===== src/rtl/fmi_pkg.sv =====
// package of constants for the flash rewrite mode interlock
package fmi_pkg;
   localparam logic [7:0] FMI_CTRL_A_RST = 8'h01;
   localparam logic [7:0] FMI_CTRL_B_RST = 8'h00;
   localparam int FMI_READY_BIT = 0;
   localparam int FMI_REWRITE_EN_BIT = 1;
   localparam int FMI_PROT_A_BIT = 2;
   localparam int FMI_PROT_B_BIT = 1;
   localparam int FMI_EW1_BIT = 1;
   localparam int FMI_RTS_DIV = 4;
   typedef enum logic [1:0] {
      FMI_BOOT_NONE = 2'b00,
      FMI_BOOT_SERIAL = 2'b01,
      FMI_BOOT_CAN = 2'b10
   } fmi_boot_t;
endpackage


===== src/rtl/fmi_prot_bit.sv =====
// one protected control bit with clear-then-set write interlock
`timescale 1ns/1ps
module fmi_prot_bit
   import fmi_pkg::*;
(
   input wire logic clk,
   input wire logic rst_n,
   input wire logic force_clr,
   input wire logic wr_en,
   input wire logic wr_val,
   output logic bit_q
);
   logic bit_r;
   logic bit_nxt;
   logic armed_r;
   logic armed_nxt;

   always_comb begin
      bit_nxt = bit_r;
      armed_nxt = armed_r;
      if (force_clr) begin
         bit_nxt = 1'b0;
         armed_nxt = 1'b0;
      end else if (wr_en) begin
         if (!wr_val) begin
            bit_nxt = 1'b0;
            armed_nxt = 1'b1;
         end else begin
            if (armed_r) begin
               bit_nxt = 1'b1;
            end
            armed_nxt = 1'b0;
         end
      end
   end

   always_ff @(posedge clk) begin
      if (!rst_n) begin
         bit_r <= 1'b0;
         armed_r <= 1'b0;
      end else begin
         bit_r <= bit_nxt;
         armed_r <= armed_nxt;
      end
   end

   assign bit_q = bit_r;
endmodule


===== src/rtl/fmi_interlock.sv =====
// flash rewrite mode interlock: mode bits, forced reset, interrupt gating, boot pins
`timescale 1ns/1ps
module fmi_interlock
   import fmi_pkg::*;
#(
   parameter int RTS_DIV = FMI_RTS_DIV
)
(
   input wire logic clk,
   input wire logic rst_n,
   input wire logic nmi_pin_n,
   input wire logic wdt_irq,
   input wire logic addr_match_irq,
   input wire logic flash_busy,
   input wire logic wr_rewrite_en,
   input wire logic wr_prot_a,
   input wire logic wr_prot_b,
   input wire logic wr_val,
   input wire logic [1:0] boot_mode,
   input wire logic can_tx_user,
   output logic [7:0] flash_mode_ctrl_reg_a,
   output logic [7:0] flash_mode_ctrl_reg_b,
   output logic flash_ready_busy_flag,
   output logic ram_resident_rewrite_mode,
   output logic flash_resident_rewrite_mode,
   output logic rewrite_abort,
   output logic addr_match_grant,
   output logic can_transmit_out,
   output logic serial_request_to_send_out
);
   logic nmi_s1_r;
   logic nmi_s2_r;
   logic nmi_prev_r;
   logic nmi_req;
   logic wdt_req;
   logic force_clr;
   logic cpu_rewrite_enable_bit;
   logic protected_ctrl_bit_a;
   logic protected_ctrl_bit_b;
   logic abort_r;
   logic abort_nxt;
   logic grant_r;
   logic grant_nxt;
   logic ctx_r;
   logic ctx_nxt;
   logic rts_r;
   logic rts_nxt;
   logic [7:0] div_r;
   logic [7:0] div_nxt;
   logic [1:0] boot_s1_r;
   logic [1:0] boot_r;
   logic [2:0] wr_sel;
   logic [2:0] bits_q;

   // two-stage synchronisers for the pins
   always_ff @(posedge clk) begin
      if (!rst_n) begin
         nmi_s1_r <= 1'b1;
         nmi_s2_r <= 1'b1;
         nmi_prev_r <= 1'b1;
         boot_s1_r <= 2'b00;
         boot_r <= 2'b00;
      end else begin
         nmi_s1_r <= nmi_pin_n;
         nmi_s2_r <= nmi_s1_r;
         nmi_prev_r <= nmi_s2_r;
         boot_s1_r <= boot_mode;
         boot_r <= boot_s1_r;
      end
   end

   // nmi edge or ram-mode watchdog forces the mode bits
   assign nmi_req = nmi_prev_r && !nmi_s2_r;
   assign wdt_req = wdt_irq && cpu_rewrite_enable_bit && !protected_ctrl_bit_b;
   assign force_clr = nmi_req || wdt_req;

   // one interlocked cell per protected bit
   assign wr_sel = {wr_prot_b, wr_prot_a, wr_rewrite_en};

   for (genvar g = 0; g < 3; g++) begin : g_prot
      fmi_prot_bit u_bit (
         .clk(clk),
         .rst_n(rst_n),
         .force_clr(force_clr),
         .wr_en(wr_sel[g]),
         .wr_val(wr_val),
         .bit_q(bits_q[g])
      );
   end

   assign cpu_rewrite_enable_bit = bits_q[0];
   assign protected_ctrl_bit_a = bits_q[1];
   assign protected_ctrl_bit_b = bits_q[2];

   assign ram_resident_rewrite_mode = cpu_rewrite_enable_bit && !protected_ctrl_bit_b;
   assign flash_resident_rewrite_mode = cpu_rewrite_enable_bit && protected_ctrl_bit_b;
   assign flash_ready_busy_flag = !flash_busy;

   // register views of the mode bits
   always_comb begin
      flash_mode_ctrl_reg_a = FMI_CTRL_A_RST;
      flash_mode_ctrl_reg_a[FMI_READY_BIT] = !flash_busy;
      flash_mode_ctrl_reg_a[FMI_REWRITE_EN_BIT] = cpu_rewrite_enable_bit;
      flash_mode_ctrl_reg_a[FMI_PROT_A_BIT] = protected_ctrl_bit_a;
      flash_mode_ctrl_reg_b = FMI_CTRL_B_RST;
      flash_mode_ctrl_reg_b[FMI_PROT_B_BIT] = protected_ctrl_bit_b;
   end

   // abort, interrupt gating and boot pin drivers
   always_comb begin
      abort_nxt = force_clr && cpu_rewrite_enable_bit;
      grant_nxt = addr_match_irq && !ram_resident_rewrite_mode;
      div_nxt = div_r + 8'h01;
      rts_nxt = rts_r;
      ctx_nxt = can_tx_user;
      if (boot_r == FMI_BOOT_SERIAL) begin
         ctx_nxt = 1'b1;
      end
      if (boot_r == FMI_BOOT_CAN) begin
         if (div_r == 8'(RTS_DIV - 1)) begin
            div_nxt = 8'h00;
            rts_nxt = !rts_r;
         end
      end else begin
         div_nxt = 8'h00;
         rts_nxt = 1'b1;
      end
   end

   always_ff @(posedge clk) begin
      if (!rst_n) begin
         abort_r <= 1'b0;
         grant_r <= 1'b0;
         ctx_r <= 1'b1;
         rts_r <= 1'b1;
         div_r <= 8'h00;
      end else begin
         abort_r <= abort_nxt;
         grant_r <= grant_nxt;
         ctx_r <= ctx_nxt;
         rts_r <= rts_nxt;
         div_r <= div_nxt;
      end
   end

   assign rewrite_abort = abort_r;
   assign addr_match_grant = grant_r;
   assign can_transmit_out = ctx_r;
   assign serial_request_to_send_out = rts_r;
endmodule


===== config.mk =====
export PLATFORM = sky130hd
export DESIGN_NAME = fmi_interlock
export DESIGN_NICKNAME = d
export VERILOG_FILES = /design/src/rtl/fmi_pkg.sv /design/src/rtl/fmi_prot_bit.sv /design/src/rtl/fmi_interlock.sv
export SDC_FILE = /design/constraint.sdc
export NUM_CORES = 1
export LEC_CHECK = 0
export BUFFER_PORTS_ARGS = -buffer_cell sky130_fd_sc_hd__buf_2
export CORE_MARGIN = 2
export CORE_UTILIZATION = 40
export DETAILED_ROUTE_END_ITERATION = 10
export PLACE_DENSITY = 0.68
export REMOVE_ABC_BUFFERS = 1
export SYNTH_ARGS = -nofsm -noshare
export SYNTH_HDL_FRONTEND = slang
export SYNTH_SLANG_ARGS = --single-unit
export TNS_END_PERCENT = 50

===== constraint.sdc =====
create_clock -name clk -period 2.9 [get_ports clk]
set_input_delay 0.145 -clock clk [delete_from_list [all_inputs] [get_ports clk]]
set_output_delay 0.145 -clock clk [all_outputs]
set_load 0.05 [all_outputs]

-- Yosys cells after proc, flatten, opt, wreduce, memory -nomap -nowiden
Cells that the tools add are included.
- bits in registers: 25
- input bits: 13
- word-level logic and storage cells: 52
- $add $sub $neg: 1
- equality and inequality tests: 6
- muxes and demuxes: 7
- bitwise logic cells: 2
- reduce and logical (&&, ||, !) cells: 20
- operator list (cell ; count):
    adder 8 x 1 -> 8 bit, second input constant ; 1
    == test 8 x 2 -> 1 bit, second input constant ; 1
    AND reduction 2 bit ; 4
    logical AND 1 bit ; 7
    two-way mux 1 bit ; 7
    != test 2 x 1 -> 1 bit, second input constant ; 3
    zero test 1 bit ; 5
    OR reduction 2 bit ; 2
    OR reduction 3 bit ; 1
    == test 2 x 1 -> 1 bit, second input constant ; 1
    == test 2 bit, second input constant ; 1
    inverter 1 bit ; 2
    logical OR 1 bit ; 1

-- Longest topological paths before layout
Gate-level depths: netlist of the first run.
- word-level depth: 4
- mapped depth: 4

-- Cells and area by module
Synthesis of the first run repeated with hierarchy kept, for this count alone.
- cells, all modules: 114
- area, all modules: 1088.5 sq um
- by module, submodules not included (module ; times used ; cells an instance ; area an instance (sq um) ; sequential area each (sq um)):
    fmi_interlock ; 1 ; 90 ; 814.5 ; 380.4
    fmi_prot_bit ; 3 ; 8 ; 91.3 ; 40.0

-- Worst setup path before layout of the first run
Ideal clock, no wire load.
- path kind: register to register
- start: register div_r[0]
- end: register rts_r (netlist: serial_request_to_send_out)
- setup time: 63 ps
- arrival: 1462 ps
- required time: 2837 ps
- path slack: 1375 ps
- cell stages (with the launch flop): 5
- path through: dfxtp_1 -> ha_1 -> or4b_1 -> or3_1 -> nand3_1
- longest elaborated chain between the ends: 1
- RTL lines (item ; line ; RTL):
    start, declared ; fmi_interlock.sv:48 ; logic [7:0] div_r;
    start signal, assigned ; fmi_interlock.sv:142 ; div_r <= div_nxt;
    == test 8 x 2 -> 1 bit ; fmi_interlock.sv:120 ; if (div_r == 8'(RTS_DIV - 1)) begin
    end signal, assigned ; fmi_interlock.sv:141 ; rts_r <= rts_nxt;
    end, declared ; fmi_interlock.sv:46 ; logic rts_r;
No other way between the ends.
A chain may end at the register's enable or synchronous reset.

-- Worst setup path in the final report of the first run
- start: register div_r[0]
- end: register div_r[5]
- longest elaborated chain between the ends: 2
- RTL lines (item):
    branches (longest 2 deep; another with adder 8 x 1 -> 8 bit)
Parallel ways; which one is timed is not known.

==> results of run 1 <==
layer usage:
metal / share of wire, % / vias to the layer above / global-route usage [%]
met5: 0 / - / 0
met2: 48 / 18 / 22.4
met1: 45 / 344 / 14.2
met4: 0.94 / 0 / 3.75
li1: - / 389 / -
met3: 6.1 / 2 / 5.74
logic make-up after synthesis:
kind of cell             after synthesis
XOR/XNOR                               3
adder cells (fa/ha/maj)                1
AO/OA/AOI/OAI                         15
buffers and inverters                 20
other                                  1
flip-flops                            25
AND/OR/NAND/NOR                       47
worst min-delay path by stage:
stage                                  end  slack (ps)  cells past startpoint           start
after detailed placement          nmi_s1_r         330                      2       nmi_pin_n
after CTS                 addr_match_grant          20                      3  addr_match_irq
after global routing      addr_match_grant           1                      3  addr_match_irq
after global placement            nmi_s1_r         330                      2       nmi_pin_n
after floorplan                 nmi_prev_r         220                      1           rst_n
final                         boot_s1_r[1]          30                      2    boot_mode[1]
registers in the layout (all words and copies together) (netlist names):
register / count
addr_match_grant: 1
boot_r: 2
boot_s1_r: 2
can_transmit_out: 1
div_r: 8
g_prot.u_bit.armed_r: 3
g_prot.u_bit.bit_q: 3
nmi_prev_r: 1
nmi_s1_r: 1
nmi_s2_r: 1
rewrite_abort: 1
serial_request_to_send_out: 1
power by group through the flow:
stage / Sequential (mW) / Combinational, mW / Clock [mW]
final: 0.357 / 0.0850 / 0.153
after global routing: 0.359 / 0.0917 / 0.174
after CTS: 0.357 / 0.0850 / 0.161
after detailed placement: 0.365 / 0.0828 / 0
after global placement: 0.365 / 0.0817 / 0
after floorplan: 0.374 / 0.0554 / 0
final cells by class:
class / instances / area share [%]
tap: 30 / 3.27
multi-input combinational: 78 / 38.1
sequential: 25 / 43.6
inverter: 3 / 0.981
timing repair buffer: 25 / 11.8
clock buffer: 4 / 2.29
cells in the final DEF, fill, tap and decap left out:
| cell | n |
|---|---|
| sky130_fd_sc_hd__clkbuf_1 | 1 |
| sky130_fd_sc_hd__xnor2_1 | 1 |
| sky130_fd_sc_hd__nor2_1 | 6 |
| sky130_fd_sc_hd__o21ai_0 | 4 |
| sky130_fd_sc_hd__and3b_1 | 1 |
| sky130_fd_sc_hd__or4b_1 | 1 |
| sky130_fd_sc_hd__clkbuf_4 | 3 |
| sky130_fd_sc_hd__a21oi_1 | 10 |
| sky130_fd_sc_hd__o21ai_1 | 1 |
| sky130_fd_sc_hd__nor3b_1 | 3 |
| sky130_fd_sc_hd__nand4_1 | 1 |
| sky130_fd_sc_hd__nor2b_1 | 1 |
| sky130_fd_sc_hd__and2_1 | 5 |
| sky130_fd_sc_hd__nand2b_1 | 12 |
| sky130_fd_sc_hd__buf_2 | 23 |
| sky130_fd_sc_hd__nand3b_1 | 3 |
| sky130_fd_sc_hd__dlygate4sd3_1 | 2 |
| sky130_fd_sc_hd__nand2_1 | 3 |
| sky130_fd_sc_hd__dfxtp_1 | 25 |
| sky130_fd_sc_hd__nand3_1 | 6 |
| sky130_fd_sc_hd__ha_1 | 1 |
| sky130_fd_sc_hd__xor2_1 | 2 |
| sky130_fd_sc_hd__inv_1 | 3 |
| sky130_fd_sc_hd__conb_1 | 12 |
| sky130_fd_sc_hd__or3_1 | 5 |
repair_timing:
action | 4_1_cts | 5_1_grt
hold buffers | 2 | 0
hold endpoints to repair | 2 | 0
setup endpoints to repair | 0 | 0
==> qor.tcl, run 1 <==
set qor(cap_viol_max_count) 0
set qor(cp.buffers_inverters) 0
set qor(cts.repair.resized) 0
set qor(endpoint) {div_r[5]}
set qor(power-per-cell-area_nw_per_um2) 519
set qor(first_iter_violations) 7
set qor(place_congestion) 0.754
set qor(route.vias.total) 753
set qor(clock_tree.root_cell) {sky130_fd_sc_hd__clkbuf_4}
set qor(fmax_mhz) 593
set qor(post_synth_main_area_contributors) {sky130_fd_sc_hd__dfxtp_1, sky130_fd_sc_hd__buf_4, sky130_fd_sc_hd__nand2b_1}
set qor(setup.worst_path.start) {div_r[0]}
set qor(design.die.area_um2) 3000
set qor(synth_top_area_cell) {sky130_fd_sc_hd__dfxtp_1}
set qor(yosys.cell_count.top_type) {sky130_fd_sc_hd__dfxtp_1}
set qor(clk_pin_slew_worst_setup_hold_paths_ps) 130
set qor(power.static_leakage_nw) 0.481
set qor(placedInstanceArea_um2) 1100
set qor(floorplan.die.width_um) 54.8
set qor(outcome) {finished, final reports clean}
set qor(combinational_family_with_the_most_area_after_synthesis) {simple AND/OR/NAND/NOR gates}
set qor(dp_slack_ps) 1220
set qor(number_of_endpoints_with_negative_hold_slack_in_the_final_report) 0
set qor(p_clk_share_pct) 25.7
set qor(coreArea_um2) 2450
set qor(route.detailed.drc) 0
set qor(number_of_detailed_route_iterations_in_the_first_pass) 2
set qor(hpwlAfterDp_mm) 1.23
set qor(grt_first_pass_wirelength_mm) 2.78
set qor(p_seq_share_pct) 60.0
set qor(crit_path_start_kind) {flop}
set qor(reg2reg_depth) 4
set qor(data_required_critical_path_ps) 3110
set qor(r2r_end) {div_r[5]}
set qor(syn_inst) 112
set qor(arrival_ps) 1890
set qor(finalCoreUtilization_pct) 46.7
set qor(io_buffers) 23
set qor(clkLatencyLatePin_ps) 310
set qor(via_per_inst) 4.56
set qor(floorplan.die.height_um) 54.8
set qor(setup_viol_count_final) 0
set qor(seq_area_frac_synth_pct) 48.5
set qor(synth_compound_gate_area_share_pct) 7.28
set qor(cts-root-to-sink-buffers) 2
set qor(total_area_of_multi_input_combinational_cells_um2) 437
set qor(finalWorstPathRequiredPeriod_ps) 1690
set qor(asyncSetResetFlopFracSynth_pct) 0
set qor(r2r_setup_slack_ps) 1210
set qor(antenna_cells) 0
set qor(drt-total-wl_mm) 1.59
set qor(fin_worst_skew_ps) 4.20
set qor(power_switching_uw) 169
set qor(design_power_total_uw) 595
set qor(yosys-mux-area-fraction_pct) 0
set qor(synth-seq-cells) 25
set qor(crit_path_end_kind) {flop}
set qor(synth-adder-area-share_pct) 1.21
set qor(layout_setup_ws_ps) 1210
set qor(slowest_delay_ps) 490
set qor(crit_type) {flop to flop}
set qor(post_route_standard_cell_area_excluding_fillers_um2) 1150
set qor(grt_max_degree) 14
set qor(cp_delay_by_family_top) {simple AND/OR/NAND/NOR gates}
set qor(p_int_uw) 427
set qor(critical-path-slowest-cell) {sky130_fd_sc_hd__or4b_1}
set qor(grt_antenna_before_repair) 0
set qor(crit_path_cell_trace) {ha_1, or4b_1, o21ai_1, a21oi_1}
set qor(fin_tns_setup_ps) 0
set qor(cts-htree-levels) 1
set qor(seqCellArea_um2) 500
set qor(synth-edff-count) 0
set qor(timing.final.crit_share_pct) 58.1
set qor(ys_top_cells_by_count) {sky130_fd_sc_hd__dfxtp_1, sky130_fd_sc_hd__buf_4, sky130_fd_sc_hd__nand2b_1}
set qor(stdcell_count) 165
set qor(min_path_type) {primary input to flop}
set qor(final_antenna_net_count) 0
set qor(cts_sinks) 25
set qor(synth-simple-area-share_pct) 26.9
set qor(combinationalPowerShare_pct) 14.3
set qor(post-synth-top-area-fraction_pct) 48.5
set qor(yosys_warnings) 0
set qor(drive_above_1_share_pct) 19.3
set qor(drv_slew) 0
set qor(synth_cell_types) 23
set qor(grt_usage_pct) 13.0
set qor(placed_cells) 159
set qor(post_synth.cell_area_avg_um2) 9.21
set qor(setup_fix_bufs_post_cts) 0
set qor(syn-cell-area_um2) 1030
set qor(worstReg2RegStart) {div_r[0]}
set qor(cell_count_along_the_critical_path) 4
set qor(worstPathMaxFanout) 5
set qor(clock_tree_from_tritoncts) {yes}
set qor(flow.area_growth_from_synthesis_pct) 11.3
set qor(switching_share_pct) 28.3
set qor(routed_wire_length_per_instance_um) 9.65
set qor(grt_pass1_vias) 706
set qor(cts_buffers) 3
set qor(start_util_pct) 42.0
set qor(finalNetCount) 150
set qor(irDropWorstVdd_mv) 0.313
set qor(worst_hold_slack_ps) 28.0
set qor(filler_cell_count) 244
set qor(floorplan.rows) 18
set qor(synth_flop_cell) {sky130_fd_sc_hd__dfxtp_1}
set qor(synthXorXnorAreaFrac_pct) 2.55
set qor(rsz0062_at_grt) {no}
set qor(ioPinCount) 36
set qor(total_congestion_overflow_after_global_routing) 0
No activity file was read; power rests on OpenSTA's default activity.
==> run 2, diff against run 1 <==
--- a/config.mk
+++ b/config.mk
@@ -9,7 +9,7 @@
 export CORE_MARGIN = 2
 export CORE_UTILIZATION = 40
 export DETAILED_ROUTE_END_ITERATION = 10
-export PLACE_DENSITY = 0.68
+export PLACE_DENSITY = 0.71
 export REMOVE_ABC_BUFFERS = 1
 export SYNTH_ARGS = -nofsm -noshare
 export SYNTH_HDL_FRONTEND = slang
==> constraint.sdc (replaced) <==
create_clock -name clk -period 1.4 [get_ports clk]
set_input_delay 0.07 -clock clk [delete_from_list [all_inputs] [get_ports clk]]
set_output_delay 0.07 -clock clk [all_outputs]
set_load 0.05 [all_outputs]
==> qor.tcl, run 2 (synthesis results as in run 1) <==
set qor(ioPinCount) 36
set qor(rsz0062_at_grt) {yes}
set qor(final_common_cell) {sky130_fd_sc_hd__dfxtp_1}
set qor(largest_register_ff_count) 8
set qor(finalWorstPathRequiredPeriod_ps) 1430
set qor(number_of_detailed_route_iterations_in_the_first_pass) 3
set qor(drv_slew) 0
set qor(finalNetCount) 164
set qor(timing.hold.worst_path_depth) 3
set qor(route.detailed.drc) 0
set qor(floorplan.die.height_um) 54.8
set qor(flow.area_growth_from_synthesis_pct) 26.0
set qor(fin_worst_skew_ps) 2.77
set qor(drt-total-wl_mm) 1.73
set qor(routed_wire_length_per_instance_um) 9.66
set qor(final_antenna_net_count) 0
set qor(antenna_cells) 0
set qor(crit_path_start_kind) {flop}
set qor(crit_type) {flop to flop}
set qor(cts_buffers) 3
set qor(clkLatencyLatePin_ps) 320
set qor(post_route_standard_cell_area_excluding_fillers_um2) 1300
set qor(irDropWorstVdd_mv) 0.913
set qor(min_path_type) {primary input to flop}
set qor(stdcell_count) 179
set qor(grt_antenna_before_repair) 0
set qor(finalCoreUtilization_pct) 52.9
set qor(route.vias.total) 812
set qor(hp-start) {wr_rewrite_en}
set qor(io_buffers) 23
set qor(coreArea_um2) 2450
set qor(grt_pass1_vias) 733
set qor(layout_setup_ws_ps) -28.5
set qor(cap_viol_max_count) 0
set qor(cp.buffers_inverters) 0
set qor(grt_max_degree) 15
set qor(worstPathMaxFanout) 3
set qor(power-per-cell-area_nw_per_um2) 959
set qor(worst_hold_path.endpoint) {g_prot[0].u_bit.armed_r}
set qor(reg2reg_depth) 4
set qor(setup_viol_count_final) 3
set qor(drive_above_1_share_pct) 29.5
set qor(critical-path-slowest-cell) {sky130_fd_sc_hd__or4b_4}
set qor(total_area_of_multi_input_combinational_cells_um2) 463
set qor(number_of_endpoints_with_negative_hold_slack_in_the_final_report) 0
set qor(via_per_inst) 4.54
set qor(crit_path_cell_trace) {ha_4, or4b_4, or3_1, nand3_1}
set qor(placedInstanceArea_um2) 1150
set qor(cp_delay_by_family_top) {simple AND/OR/NAND/NOR gates}
set qor(cts_sinks) 25
set qor(worstReg2RegStart) {div_r[0]}
set qor(data_required_critical_path_ps) 1670
set qor(clk_pin_slew_worst_setup_hold_paths_ps) 130
set qor(cts-htree-levels) 1
set qor(timing.final.crit_share_pct) 102
set qor(floorplan.rows) 18
set qor(floorplan.die.width_um) 54.8
set qor(fin_tns_setup_ps) -30.9
set qor(clock_tree.root_cell) {sky130_fd_sc_hd__clkbuf_4}
set qor(seqCellArea_um2) 503
set qor(commonest_cells_after_routing_fill_and_taps_aside) {sky130_fd_sc_hd__dfxtp_1, sky130_fd_sc_hd__buf_2, sky130_fd_sc_hd__nand2b_1, sky130_fd_sc_hd__conb_1}
set qor(cts-root-to-sink-buffers) 2
set qor(design.die.area_um2) 3000
set qor(placed_cells) 166
set qor(largest_register) {div_r}
set qor(r2r_setup_slack_ps) -30
set qor(place_congestion) 0.805
set qor(slowest_delay_ps) 470
set qor(r2r_end) {serial_request_to_send_out}
set qor(arrival_ps) 1700
set qor(fmax_mhz) 700
set qor(clock_tree_from_tritoncts) {yes}
set qor(grt_usage_pct) 13.9
set qor(grt_first_pass_wirelength_mm) 2.96
set qor(failed_checks) {setup timing}
set qor(start_util_pct) 42.0
set qor(total_congestion_overflow_after_global_routing) 0
set qor(filler_cell_count) 246
set qor(hpwlAfterDp_mm) 1.27
set qor(first_iter_violations) 4
set qor(outcome) {finished, violations left}
set qor(design_power_total_mw) 1.25
set qor(crit_path_end_kind) {flop}
set qor(power.static_leakage_nw) 0.556
-- run 2: cell count changes in the layout (fill, tap and decap cells not counted), moves of 2 or more --
cell	previous run	this run
sky130_fd_sc_hd__buf_4	0	9
sky130_fd_sc_hd__dfxtp_1	25	23
sky130_fd_sc_hd__dfxtp_2	0	2
sky130_fd_sc_hd__dlygate4sd3_1	2	6
-- run 2: area by class of cell --
| type | instances | share of cell area (%) |
|---|---|---|
| clock buffer | 3 | 1.73 |
| clock inverter | 1 | 0.385 |
| inverter | 3 | 0.867 |
| multi-input combinational | 78 | 35.6 |
| sequential | 25 | 38.7 |
| tap | 30 | 2.89 |
| timing repair buffer | 39 | 19.7 |
-- run 2: worst max path at each step --
stage	slack, ps	cells after the start	start	to
final	-30	4	div_r[0]	serial_request_to_send_out
after global routing	-80	4	div_r[0]	serial_request_to_send_out
after CTS	-6	4	div_r[0]	serial_request_to_send_out
after detailed placement	-80	4	div_r[1]	serial_request_to_send_out
after global placement	-20	4	div_r[0]	serial_request_to_send_out
after floorplan	-340	2	g_prot[0].u_bit.bit_q	addr_match_grant
-- run 2: worst reg2reg max path, delay by kind of cell (launching register included) --
kind	cells	cell delay [ps]
flops	1	380
simple gates	3	870
fa+ha+maj	1	130
-- run 2: routing by layer --
layer	global-route usage [%]	vias up	share of wire, %
li1	-	419	-
met2	25.8	22	53
met4	5.00	0	1.2
met3	5.19	2	6.4
met1	13.8	369	39
met5	0	-	0
-- run 2: repair_timing --
item                                    in CTS  in global routing
endpoints found under the setup margin       6                  7
pin swaps                                    3                  2
hold buffers                                 6                  0
resized for setup                            7                  3
buffers inserted                             1                  2
hold endpoints to repair                     6                  0
-- run 2: report_power, final --
part           internal [mW]  switching [mW]  leakage (nW)  total, mW
Sequential             0.732         0.00879         0.205      0.740
Clock                  0.107           0.208        0.0177      0.315
Combinational         0.0530           0.137         0.333      0.190
-- run 2: metrics by stage --
step / worst slack (ps) / hold slack, ps
2_1_floorplan: -336 / 143
3_3_place_gp: -17.7 / 250
3_5_place_dp: -78.1 / 255
4_1_cts: -5.77 / 3.49
5_1_grt: -77.6 / 4.50
6_report: -28.5 / 19.8
==> run 3, diff against run 2 <==
--- a/config.mk
+++ b/config.mk
@@ -10,6 +10,7 @@
 export CORE_UTILIZATION = 40
 export DETAILED_ROUTE_END_ITERATION = 10
 export PLACE_DENSITY = 0.71
+export RECOVER_POWER = 100
 export REMOVE_ABC_BUFFERS = 1
 export SYNTH_ARGS = -nofsm -noshare
 export SYNTH_HDL_FRONTEND = slang
==> qor.tcl, run 3 (synthesis results as in run 1) <==
set qor(first_iter_violations) 4
set qor(crit_type) {flop to flop}
set qor(via_per_inst) 4.53
set qor(design_power_total_mw) 1.24
set qor(reg2reg_depth) 4
set qor(cts_sinks) 25
set qor(finalNetCount) 164
set qor(placed_cells) 166
set qor(clock_tree_from_tritoncts) {yes}
set qor(data_required_critical_path_ps) 1670
set qor(total_area_of_multi_input_combinational_cells_um2) 463
set qor(stdcell_count) 179
set qor(post_route_standard_cell_area_excluding_fillers_um2) 1290
set qor(seqCellArea_um2) 503
set qor(drive_above_1_share_pct) 25.5
set qor(cts_buffers) 3
set qor(fin_tns_setup_ps) -31.3
set qor(route.detailed.drc) 0
set qor(drt-total-wl_mm) 1.74
set qor(clkLatencyLatePin_ps) 320
set qor(setup.worst_path.start) {div_r[0]}
set qor(outcome) {finished, violations left}
set qor(layout_setup_ws_ps) -28.1
set qor(final_common_cell) {sky130_fd_sc_hd__dfxtp_1}
set qor(placedInstanceArea_um2) 1150
set qor(r2r_end) {serial_request_to_send_out}
set qor(arrival_ps) 1700
set qor(filler_cell_count) 251
set qor(largest_register_ff_count) 8
set qor(grt_antenna_before_repair) 0
set qor(number_of_detailed_route_iterations_in_the_first_pass) 3
set qor(routed_wire_length_per_instance_um) 9.71
set qor(power.static_leakage_nw) 0.532
set qor(floorplan.die.width_um) 54.8
set qor(floorplan.rows) 18
set qor(failed_checks) {setup timing}
set qor(hpwlAfterDp_mm) 1.27
set qor(cts-root-to-sink-buffers) 2
set qor(start_util_pct) 42.0
set qor(min_path_type) {primary input to flop}
set qor(power-per-cell-area_nw_per_um2) 967
set qor(irDropWorstVdd_mv) 0.913
set qor(rsz0062_at_grt) {yes}
set qor(total_congestion_overflow_after_global_routing) 0
set qor(fmax_mhz) 700
set qor(worstReg2RegStart) {div_r[0]}
set qor(r2r_setup_slack_ps) -30
set qor(grt_max_degree) 15
set qor(hp-start) {wr_rewrite_en}
set qor(coreArea_um2) 2450
set qor(setup_viol_count_final) 4
set qor(floorplan.die.height_um) 54.8
set qor(cts-htree-levels) 1
set qor(io_buffers) 23
set qor(fin_worst_skew_ps) 2.77
set qor(number_of_endpoints_with_negative_hold_slack_in_the_final_report) 0
set qor(design.die.area_um2) 3000
set qor(clk_pin_slew_worst_setup_hold_paths_ps) 130
set qor(final_antenna_net_count) 0
set qor(antenna_cells) 0
set qor(worstPathMaxFanout) 3
set qor(grt_pass1_vias) 733
set qor(ioPinCount) 36
set qor(largest_register) {div_r}
set qor(slew-limit-headroom_pct) 60.6
set qor(crit_path_start_kind) {flop}
set qor(cap_viol_max_count) 0
set qor(drv_slew) 0
set qor(grt_first_pass_wirelength_mm) 2.96
set qor(endpoint) {serial_request_to_send_out}
set qor(crit_path_end_kind) {flop}
set qor(route.vias.total) 811
set qor(flow.area_growth_from_synthesis_pct) 24.8
set qor(clock_tree.root_cell) {sky130_fd_sc_hd__clkbuf_4}
set qor(slew_at_the_pin_closest_to_its_max_slew_limit_ps) 593
set qor(grt_usage_pct) 13.9
set qor(timing.final.crit_share_pct) 102
set qor(commonest_cells_after_routing_fill_and_taps_aside) {sky130_fd_sc_hd__dfxtp_1, sky130_fd_sc_hd__buf_2, sky130_fd_sc_hd__nand2b_1, sky130_fd_sc_hd__conb_1, sky130_fd_sc_hd__a21oi_1}
set qor(place_congestion) 0.805
set qor(finalWorstPathRequiredPeriod_ps) 1430
[run 3: layout make-up]
type | count | area share (%)
inverter | 3 | 0.875
multi-input combinational | 78 | 36.0
clock inverter | 1 | 0.389
timing repair buffer | 39 | 19.0
clock buffer | 3 | 1.75
tap | 30 | 2.92
sequential | 25 | 39.1
[run 3: per-stage QoR]
stage	hold WS, ps	setup slack [ps]	util [%]
finish	19.8	-28.1	52.4
CTS	3.49	-5.77	51.9
detailed placement	255	-78.1	47.0
floorplan	143	-336	-
global route	4.50	-77.6	52.4
global placement	250	-17.7	47.0
[run 3: what timing repair did]
action                                  in CTS  in global routing
gates resized for setup                      7                  3
endpoints found under the setup margin       6                  7
setup buffers                                1                  2
hold buffers                                 6                  0
pin swaps                                    3                  2
endpoints found under the hold margin        6                  0
[run 3: where the power goes]
part | internal (mW) | switching (mW)
Combinational | 0.0505 | 0.137
Sequential | 0.732 | 0.00896
Clock | 0.107 | 0.208
[run 3: critical path: stages (launching register included)]
cell and delay [ps]:
sky130_fd_sc_hd__dfxtp_2 380, sky130_fd_sc_hd__ha_4 130, sky130_fd_sc_hd__or4b_4 470, sky130_fd_sc_hd__or3_1 330
sky130_fd_sc_hd__nand3_1 70
[run 3: worst min path at each step]
stage,endpoint,slack [ps],depth (start not counted)
floorplan,nmi_prev_r,140,1
global placement,nmi_s1_r,250,2
detailed placement,nmi_s1_r,250,2
CTS,g_prot[0].u_bit.armed_r,3,3
global route,nmi_s2_r,5,2
finish,g_prot[0].u_bit.armed_r,20,3
[run 3: metal layers]
metal | GRT usage [%] | vias up | share of wire, %
met4 | 5.00 | 0 | 1.2
met3 | 5.19 | 2 | 6.4
met2 | 25.8 | 22 | 53
met5 | 0 | - | 0
met1 | 13.8 | 369 | 40
li1 | - | 418 | -
